<file path="src/common/sac_pkg.sv">
package sac_pkg;

  // Register offsets on the plain register port.
  localparam logic [2:0] SAC_OFF_CTRL_A  = 3'h0;
  localparam logic [2:0] SAC_OFF_CTRL_B  = 3'h1;
  localparam logic [2:0] SAC_OFF_INSEL   = 3'h2;
  localparam logic [2:0] SAC_OFF_RES_LO  = 3'h3;
  localparam logic [2:0] SAC_OFF_RES_HI  = 3'h4;
  localparam logic [2:0] SAC_OFF_PWR     = 3'h5;

  // Field positions of converter_control_status_a.
  localparam int SAC_A_EN      = 7;
  localparam int SAC_A_START   = 6;
  localparam int SAC_A_AUTO    = 5;
  localparam int SAC_A_DONE    = 4;
  localparam int SAC_A_IRQEN   = 3;
  localparam int SAC_A_PRESC   = 0;
  // Field positions of input_select_register.
  localparam int SAC_I_REF     = 6;
  localparam int SAC_I_LEFT    = 5;
  localparam int SAC_I_CHAN    = 0;
  // Field positions of converter_control_status_b and power register.
  localparam int SAC_B_TSEL    = 0;
  localparam int SAC_P_PR      = 0;

  // Reset values.
  localparam logic [7:0] SAC_RST_CTRL_A = 8'h00;
  localparam logic [7:0] SAC_RST_CTRL_B = 8'h00;
  localparam logic [7:0] SAC_RST_INSEL  = 8'h00;
  localparam logic [9:0] SAC_RST_RESULT = 10'h000;
  localparam logic       SAC_RST_PR     = 1'b0;

  // Conversion timing in ADC clock cycles, as printed.
  localparam int  SAC_CONV_NORM_CYC  = 13;
  localparam int  SAC_CONV_FIRST_CYC = 25;
  localparam real SAC_SAMP_NORM_CYC  = 1.5;
  localparam real SAC_SAMP_FIRST_CYC = 13.5;
  localparam int  SAC_SAMP_AUTO_CYC  = 2;
  localparam real SAC_CONV_AUTO_CYC  = 13.5;

  // The same figures in ADC half cycles, the unit the sequencer counts in.
  localparam logic [5:0] SAC_END_NORM  = 6'(2 * SAC_CONV_NORM_CYC);
  localparam logic [5:0] SAC_END_FIRST = 6'(2 * SAC_CONV_FIRST_CYC);
  localparam logic [5:0] SAC_END_AUTO  = 6'(int'(2.0 * SAC_CONV_AUTO_CYC));
  localparam logic [5:0] SAC_SMP_NORM  = 6'(int'(2.0 * SAC_SAMP_NORM_CYC));
  localparam logic [5:0] SAC_SMP_FIRST = 6'(int'(2.0 * SAC_SAMP_FIRST_CYC));
  localparam logic [5:0] SAC_SMP_AUTO  = 6'(2 * SAC_SAMP_AUTO_CYC);

  typedef enum logic [1:0] {
    SAC_KIND_NORM,
    SAC_KIND_FIRST,
    SAC_KIND_AUTO
  } sac_kind_t;

endpackage

</file>
<file path="src/rtl/sac_conv_ctrl.sv">
// The implementer's own choices: strobed register access and the address map.
`timescale 1ns/1ps
`default_nettype none

////////////////////////////////////////////////////////////////////////////////
module sac_conv_ctrl
  import sac_pkg::*;
#(
  parameter int TRIG_W = 8
)(
  input  wire logic              clk,
  input  wire logic              rst_n,
  input  wire logic [2:0]        reg_addr,
  input  wire logic [7:0]        reg_wdata,
  input  wire logic              reg_wr,
  input  wire logic              reg_rd,
  output logic      [7:0]        reg_rdata,
  input  wire logic              global_irq_enable,
  input  wire logic [TRIG_W-1:0] trig_in,
  input  wire logic [9:0]        core_result,
  output logic                   irq,
  output logic                   core_enable,
  output logic      [3:0]        core_chan,
  output logic      [1:0]        core_ref,
  output logic                   core_sample,
  output logic                   core_busy
);

  //////////////////////////////////////////////////////////////////////////////
  typedef struct packed {
    logic       en;
    logic       start;
    logic       busy;
    logic       first;
    sac_kind_t  kind;
    logic       done;
    logic       irq_en;
    logic [2:0] presc;
    logic       auto_en;
    logic [2:0] tsel;
    logic [1:0] ref_sel;
    logic       left;
    logic [3:0] chan;
    logic [1:0] ref_act;
    logic [3:0] chan_act;
    logic [9:0] res;
    logic       lock;
    logic       pr;
    logic [6:0] pcnt;
    logic [5:0] hc;
    logic       trig_prev;
    logic       sample;
    logic [7:0] rdata;
  } sac_state_t;

  sac_state_t st;
  sac_state_t next_st;

  // Division ratio of the prescaler; settings 0 and 1 both divide by two.
  function automatic logic [7:0] sac_div(input logic [2:0] sel);
    sac_div = (sel == 3'h0) ? 8'h02 : 8'(8'h01 << sel);
  endfunction

  function automatic logic [5:0] sac_end(input sac_kind_t k);
    case (k)
      SAC_KIND_FIRST: sac_end = SAC_END_FIRST;
      SAC_KIND_AUTO:  sac_end = SAC_END_AUTO;
      default:        sac_end = SAC_END_NORM;
    endcase
  endfunction

  function automatic logic [5:0] sac_smp(input sac_kind_t k);
    case (k)
      SAC_KIND_FIRST: sac_smp = SAC_SMP_FIRST;
      SAC_KIND_AUTO:  sac_smp = SAC_SMP_AUTO;
      default:        sac_smp = SAC_SMP_NORM;
    endcase
  endfunction

  //////////////////////////////////////////////////////////////////////////////
  logic [7:0] div;
  logic       adc_rise;
  logic       adc_fall;
  logic [5:0] hc_inc;
  logic       complete;
  logic       free_run;
  logic       trig_lvl;
  logic       trig_edge;
  logic       auto_start;
  logic       sw_start;
  logic       track;

  always_comb
  begin
    div       = sac_div(st.presc);
    adc_rise  = st.en && (st.pcnt == 7'(div - 8'h01));
    adc_fall  = st.en && (st.pcnt == 7'((div >> 1) - 8'h01));
    hc_inc    = st.hc + 6'h01;
    complete  = st.busy && (adc_rise || adc_fall) && (hc_inc == sac_end(st.kind));
    free_run  = st.auto_en && (st.tsel == 3'h0);
    trig_lvl  = (st.tsel == 3'h0) ? st.done : trig_in[st.tsel];
    trig_edge = trig_lvl && !st.trig_prev;
    // Only edges seen while idle count, so a level still high at completion
    // has no fresh edge and cannot restart the converter.
    auto_start = st.en && st.auto_en && !free_run && !st.busy
                 && trig_edge;
    sw_start   = st.en && st.start && !st.busy && adc_rise && !auto_start;
    track      = !st.busy || (hc_inc >= sac_end(st.kind) - 6'h02);
  end

  //////////////////////////////////////////////////////////////////////////////
  always_comb
  begin
    next_st           = st;
    next_st.sample    = 1'b0;
    next_st.trig_prev = trig_lvl;

    // Prescaler.
    if (!st.en || auto_start)
      next_st.pcnt = 7'h00;
    else if (adc_rise)
      next_st.pcnt = 7'h00;
    else
      next_st.pcnt = st.pcnt + 7'h01;

    // Selection reaches the core only at safe points.
    if (st.en && track)
    begin
      next_st.chan_act = st.chan;
      next_st.ref_act  = st.ref_sel;
    end

    // Conversion sequencer. It counts ADC half cycles, so the half-cycle
    // sample instants of the normal and first conversions fall on an edge
    // of their own and need no second counter.
    if (st.busy && (adc_rise || adc_fall))
    begin
      next_st.hc = hc_inc;
      if (hc_inc == sac_smp(st.kind))
        next_st.sample = 1'b1;
    end
    if (complete)
    begin
      next_st.busy = 1'b0;
      next_st.done = 1'b1;
      if (!st.lock)
        next_st.res = core_result;
      if (free_run)
      begin
        next_st.busy = 1'b1;
        next_st.kind = SAC_KIND_NORM;
        next_st.hc   = 6'h00;
      end
      else
        next_st.start = 1'b0;
    end
    if (auto_start || sw_start)
    begin
      next_st.busy  = 1'b1;
      next_st.start = 1'b1;
      next_st.hc    = 6'h00;
      next_st.first = 1'b0;
      next_st.kind  = st.first ? SAC_KIND_FIRST
                      : (auto_start ? SAC_KIND_AUTO : SAC_KIND_NORM);
    end

    // Register writes.
    if (reg_wr)
    begin
      case (reg_addr)
        SAC_OFF_CTRL_A:
        begin
          next_st.en     = reg_wdata[SAC_A_EN] && !st.pr;
          next_st.auto_en = reg_wdata[SAC_A_AUTO];
          next_st.irq_en = reg_wdata[SAC_A_IRQEN];
          next_st.presc  = reg_wdata[SAC_A_PRESC +: 3];
          if (reg_wdata[SAC_A_START] && !st.pr && reg_wdata[SAC_A_EN])
            next_st.start = 1'b1;
          if (reg_wdata[SAC_A_DONE] && !complete)
            next_st.done = 1'b0;
          if (!st.en && reg_wdata[SAC_A_EN])
            next_st.first = 1'b1;
        end
        SAC_OFF_CTRL_B:
          next_st.tsel = reg_wdata[SAC_B_TSEL +: 3];
        SAC_OFF_INSEL:
        begin
          next_st.ref_sel = reg_wdata[SAC_I_REF +: 2];
          next_st.left    = reg_wdata[SAC_I_LEFT];
          next_st.chan    = reg_wdata[SAC_I_CHAN +: 4];
        end
        SAC_OFF_PWR:
          next_st.pr = reg_wdata[SAC_P_PR];
        default:
          next_st.pr = st.pr;
      endcase
    end

    // Disabling aborts everything; the prescaler is already held above.
    if (!next_st.en || next_st.pr)
    begin
      next_st.en    = 1'b0;
      next_st.busy  = 1'b0;
      next_st.start = 1'b0;
    end

    // Register reads; read data stand in the following cycle only.
    // Reading the low byte locks the result pair so that software sees both
    // halves of one conversion unless one completes in the cycle of that read,
    // at the cost of losing any result that completes before the high byte is read.
    next_st.rdata = 8'h00;
    if (reg_rd)
    begin
      case (reg_addr)
        SAC_OFF_CTRL_A:
          next_st.rdata = {st.en, st.start || st.busy, st.auto_en, st.done,
                           st.irq_en, st.presc};
        SAC_OFF_CTRL_B:
          next_st.rdata = {5'h00, st.tsel};
        SAC_OFF_INSEL:
          next_st.rdata = {st.ref_sel, st.left, 1'b0, st.chan};
        SAC_OFF_RES_LO:
        begin
          next_st.rdata = st.left ? {st.res[1:0], 6'h00}
                                  : st.res[7:0];
          next_st.lock  = 1'b1;
        end
        SAC_OFF_RES_HI:
        begin
          next_st.rdata = st.left ? st.res[9:2]
                                  : {6'h00, st.res[9:8]};
          next_st.lock  = 1'b0;
        end
        SAC_OFF_PWR:
          next_st.rdata = {7'h00, st.pr};
        default:
          next_st.rdata = 8'h00;
      endcase
    end
  end

  //////////////////////////////////////////////////////////////////////////////
  always_ff @(posedge clk or negedge rst_n)
  begin
    if (!rst_n)
    begin
      st         <= '0;
      st.en      <= SAC_RST_CTRL_A[SAC_A_EN];
      st.presc   <= SAC_RST_CTRL_A[SAC_A_PRESC +: 3];
      st.tsel    <= SAC_RST_CTRL_B[SAC_B_TSEL +: 3];
      st.chan    <= SAC_RST_INSEL[SAC_I_CHAN +: 4];
      st.res     <= SAC_RST_RESULT;
      st.pr      <= SAC_RST_PR;
      st.kind    <= SAC_KIND_NORM;
    end
    else
      st <= next_st;
  end

  assign reg_rdata   = st.rdata;
  assign irq         = st.done && st.irq_en && global_irq_enable;
  assign core_enable = st.en;
  assign core_chan   = st.chan_act;
  assign core_ref    = st.ref_act;
  assign core_sample = st.sample;
  assign core_busy   = st.busy;
endmodule

`default_nettype wire

</file>
<file path="config.mk">
export PLATFORM = sky130hd
export DESIGN_NAME = sac_conv_ctrl
export DESIGN_NICKNAME = d
export VERILOG_FILES = /design/src/common/sac_pkg.sv /design/src/rtl/sac_conv_ctrl.sv
export SDC_FILE = /design/constraint.sdc
export NUM_CORES = 1
export LEC_CHECK = 0
export BUFFER_PORTS_ARGS = -buffer_cell sky130_fd_sc_hd__buf_2
export CORE_ASPECT_RATIO = 2
export CORE_MARGIN = 5
export CORE_UTILIZATION = 33
export DETAILED_ROUTE_END_ITERATION = 6
export HOLD_SLACK_MARGIN = 0.06
export PLACE_DENSITY = 0.55
export SYNTH_ARGS = -nofsm -noshare
export SYNTH_HDL_FRONTEND = slang
export SYNTH_SLANG_ARGS = --single-unit
</file>
<file path="constraint.sdc">
create_clock -name clk -period 6.4 [get_ports clk]
set_input_delay 1.92 -clock clk [delete_from_list [all_inputs] [get_ports clk]]
set_output_delay 1.92 -clock clk [all_outputs]
set_load 0.005 [all_outputs]
</file>
== Yosys cells after proc, flatten, opt, wreduce, memory -nomap -nowiden ==
Cells that the tools add are included.
Widths: inputs -> output; s select.

* Flip-flop bits (word level): 63
* Bits in latches: 0
* Memory bits (writable): 0
* Memory bits (read-only): 0
* Input bits: 34
* Output and inout bits: 18
* Logic and storage cells: 134
* Memories kept: 0

* Add/subtract/negate cells: 5
* $mul: 0
* Div/mod/pow operators: 0
* Magnitude comparators: 2
* Equal/unequal tests: 11
* Shift-type cells: 1
* Muxes and demuxes: 42
* Bitwise logic cells: 1
* Reductions and logical operators: 49

{| class="wikitable"
|+ Operators with widths
! kind !! count
|-
| $pmux 8 s6 || 1
|-
| $mux 6 || 6
|-
| $mux 8 || 4
|-
| $logic_and 1x1->1 || 22
|-
| $mux 7 || 3
|-
| $mux 16 || 1
|-
| $eq 7x7->1 || 2
|-
| $sub 7x1->7 const B || 2
|-
| $mux 1 || 13
|-
| $eq 6x6->1 || 2
|-
| $mux 2 || 6
|-
| $pmux 6 s2 || 1
|-
| $reduce_and 2->1 || 6
|-
| $pmux 5 s2 || 1
|-
| $logic_not 3->1 || 3
|-
| $mux 3 || 3
|-
| $logic_not 1->1 || 8
|-
| $shl 1x3->8 const A || 1
|-
| $add 7x1->7 const B || 1
|-
| $add 6x1->6 const B || 1
|-
| $eq 3x2->1 const B || 2
|-
| $eq 3x3->1 const B || 2
|-
| $ge 6x6->1 || 1
|-
| $logic_or 1x1->1 || 6
|-
| other kinds (11) || 13
|}

== Logic depth before layout (Yosys ltp) ==
* Depth after elaboration: 16
* Mapped depth: 12
* Depth with buffers taken out: 10

== Worst setup path before layout ==
No wires, ideal clock.

* Path type: input port to output port
* Start: in global_irq_enable
* End: out irq
* Arrival: 2.087 ns
* Slack: 2.393 ns
* Cell stages on the path: 1
* Path through: and3_1

* Cells in the longest elaborated chain, start to end: 1

{| class="wikitable"
|+ RTL lines
! item !! line !! RTL
|-
| from (decl) || sac_conv_ctrl.sv:18 || <nowiki>input wire logic global_irq_enable,</nowiki>
|-
| $logic_and 1x1->1 || sac_conv_ctrl.sv:261 || <nowiki>assign irq = st.done && st.irq_en && global_irq_enable;</nowiki>
|-
| to (decl) || sac_conv_ctrl.sv:21 || <nowiki>output logic irq,</nowiki>
|}

Every way passes these cells.

== Final worst setup path ==
Same ends and word-level chain as after synthesis.

==> impl_results.md <==
- Die ar.: 0.0132 sq mm
- Hold Path Cell Cnt: 1
- Skew-Pair Late Insertion Delay: around 0.33 ns
- Number of flops mapped to enable cells by yosys: 0
- Main combinational cell family by area after synthesis: multiplexers
- Core Box Area: 0.0108 sq mm
- Syn Area/Cell: approximately 11 sq um
- Drt initial violations: 111
- Row cnt: 54
- Post-Layout Cell Count: 517
- CTS tree: yes
- Layout cell share with drive strength beyond 1: 0.294
- Clock-pin slew on the worst setup and hold paths: 0.05 ns
- # diodes: 0
- Syn. warnings: 0
- Global-route wire length before repair: approximately 13000 um
- R2R depth: 8
- Worst EP arrival: between 2 and 2.5 ns
- Total power: 1.23 mW
- Max-slew violations: 0
- Post-cts repair resize count: 0
- Mapped Area: 0.00360 sq mm
- Clock Tree Root: clkbuf_16
- Post-DR wirelength/cell: 16.1 um
- Fraction of the mapped netlist area in compound gates: 0.118
- Power per cell area: around 300 mW/mm^2
- Hold path startpoint: core_ref[1]
- Setup Skew: between 0.005 and 0.006 ns
- Initial antenna violation count: 0
- Distinct cells, synth: 54
- Hold_buf cts: 0
- RSZ-0062 raised after global routing: false
- Area growth from synthesis to layout: 14.8%
- Setup TNS after final layout: 0 ns
- Ys async rst share: 1.00
- Max VDD drop: just under 0.0002 V
- Worst hold endpoint: core_ref[1]
- CTS Sinks: 63
- Slew margin rel.: 0.271
- Flop2flop setup slack: 2.61 ns
- Multiplexer area fraction after synthesis: 0.160
- Adder-cell area share of the yosys netlist: 0.0208
- XOR/XNOR Fraction of Synth Area: 0.0486
- Final setup vio count: 0
- GRT Total Usage: 0.129
- Crit path required time: 4.48 ns
- Post-Synth Simple-Gate Area: 0.149
- Largest net degree at the start of global routing: 64
- Startpoint Class: input pin
- DR pass1 iterations: 4
- Status: finished clean
- Drt drc: 0
- Synth Register Bits: 63
- Die H: 158 um
- Most common library cell in the layout ignoring fill and taps: dfrtp_1
- Crit path time final: about 4.2 ns
- Pre-CTS setup slack: 2.18 ns
- Max_cap viols: 0
- Routed via count: 2623
- Hold Crit Class: register to register
- Primary FF master, synth: dfrtp_1
- Actual slew at the worst max-slew pin: ~1.1 ns
- Most frequent cells in the layout: dfrtp_1 (63), buf_2 (50), nor2_1 (29)
- Seq/Total Area, Yosys: 0.438
- Vias/cell: 5.07
- DP Wirelength: 6190 um
- Final #Nets: a little over 400
- Setup bufs post-CTS: 0
- IO buf count: 50
- Starting Density: 0.333
- Synthesized Nets: 380
- Final ANT Viol Nets: 0
- Vias in the first global route: 2674
- # placed instances: 501
- Worst-path fanout max: 1
- Crit path capture type: output pin
- Fin. Hold Viols: 0
- Routed WL: 8320 um
- Mapped Cells: 340
- CTS Buf Count: 9
- Io pins: 52
- RR Endpoint: st[33]
- Clk buf depth: 2
- Htree depth: 3
- WS Path Type: input pin to output pin
- Max Freq: 0.237 GHz
- Pleak: 1.86 nW
- Die outline width: roughly 84 um
- Routability congestion estimate: 0.826
- Fin crit share: 0.659
- Setup slack after layout: between 2 and 2.5 ns
- Reg-to-Reg Start: st[53]
- Grt ovf: 0
## final cells by class
class / count / area [sq um]
clock buffer: 10 / 229
clock inverter: 6 / 61.3
fill: 1105 / 6680
inverter: 12 / 45.0
multi-input combinational: 235 / 1790
sequential: 63 / 1580
tap: 140 / 175
timing repair buffer: 51 / 258
## sequential cells by signal (all words and copies together) (netlist names)
signal       flops
core_sample      1
st              46
core_busy        1
reg_rdata        8
core_ref         2
core_chan        4
core_enable      1
## power by group
part	total, mW	internal [mW]	switching (mW)
clock network	0.475	0.300	0.175
logic	0.235	0.129	0.106
registers	0.522	0.459	0.0634
## synthesized netlist by cell type (10+ instances only)
master	number	share of area
nand3_1	14	0.019
nand2_1	17	0.018
clkbuf_1	11	0.011
o21ai_0	14	0.019
buf_4	17	0.035
mux2_2	24	0.075
mux2_4	10	0.042
xnor2_1	15	0.036
inv_1	12	0.013
nor2_1	29	0.030
dfrtp_1	63	0.44
mux2i_1	11	0.031
## layer usage
metal  part of all wire  routed length, um  track usage
met1               0.40               3320        0.141
met2               0.53               4450        0.230
met3              0.035                292       0.0286
met4              0.031                257       0.0706
met5                  0                  0            0
## kinds of logic (layout without fill, tap and decap cells)
| kind of cell | count (synthesis) | after routing |
|---|---|---|
| and+or+nand+nor | 105 | 105 |
| AOI/OAI and AO/OA | 57 | 57 |
| buffers and inverters | 42 | 79 |
| xor gates and xnor gates | 20 | 20 |
| adders and majority gates | 6 | 6 |
| muxes | 47 | 47 |
| DFF | 63 | 63 |
## per-stage QoR
step | hold slack [ns] | cell area [sq um] | util
finish | 0.498 | 4130 | 0.382
global route | 0.514 | 4130 | 0.382
CTS | 0.500 | 4130 | 0.382
detailed placement | 0.488 | 3840 | 0.356
global placement | 0.487 | 3840 | 0.356
floorplan | 0.460 | 3600 | -
## worst max-delay path by stage
stage          cells past startpoint  slack [ns]  endpoint         startpoint
2_1_floorplan                      1        2.39       irq  global_irq_enable
3_3_place_gp                       3        2.18       irq  global_irq_enable
3_5_place_dp                       3        2.18       irq  global_irq_enable
4_1_cts                            3        2.18       irq  global_irq_enable
5_1_grt                            3        2.16       irq  global_irq_enable
6_report                           3        2.18       irq  global_irq_enable
## worst max-delay path: stages
cell and delay (ns):
buf_2 0.09, and3_1 0.16, buf_2 0.12
Note: power is estimated with default switching activity, not from simulation.
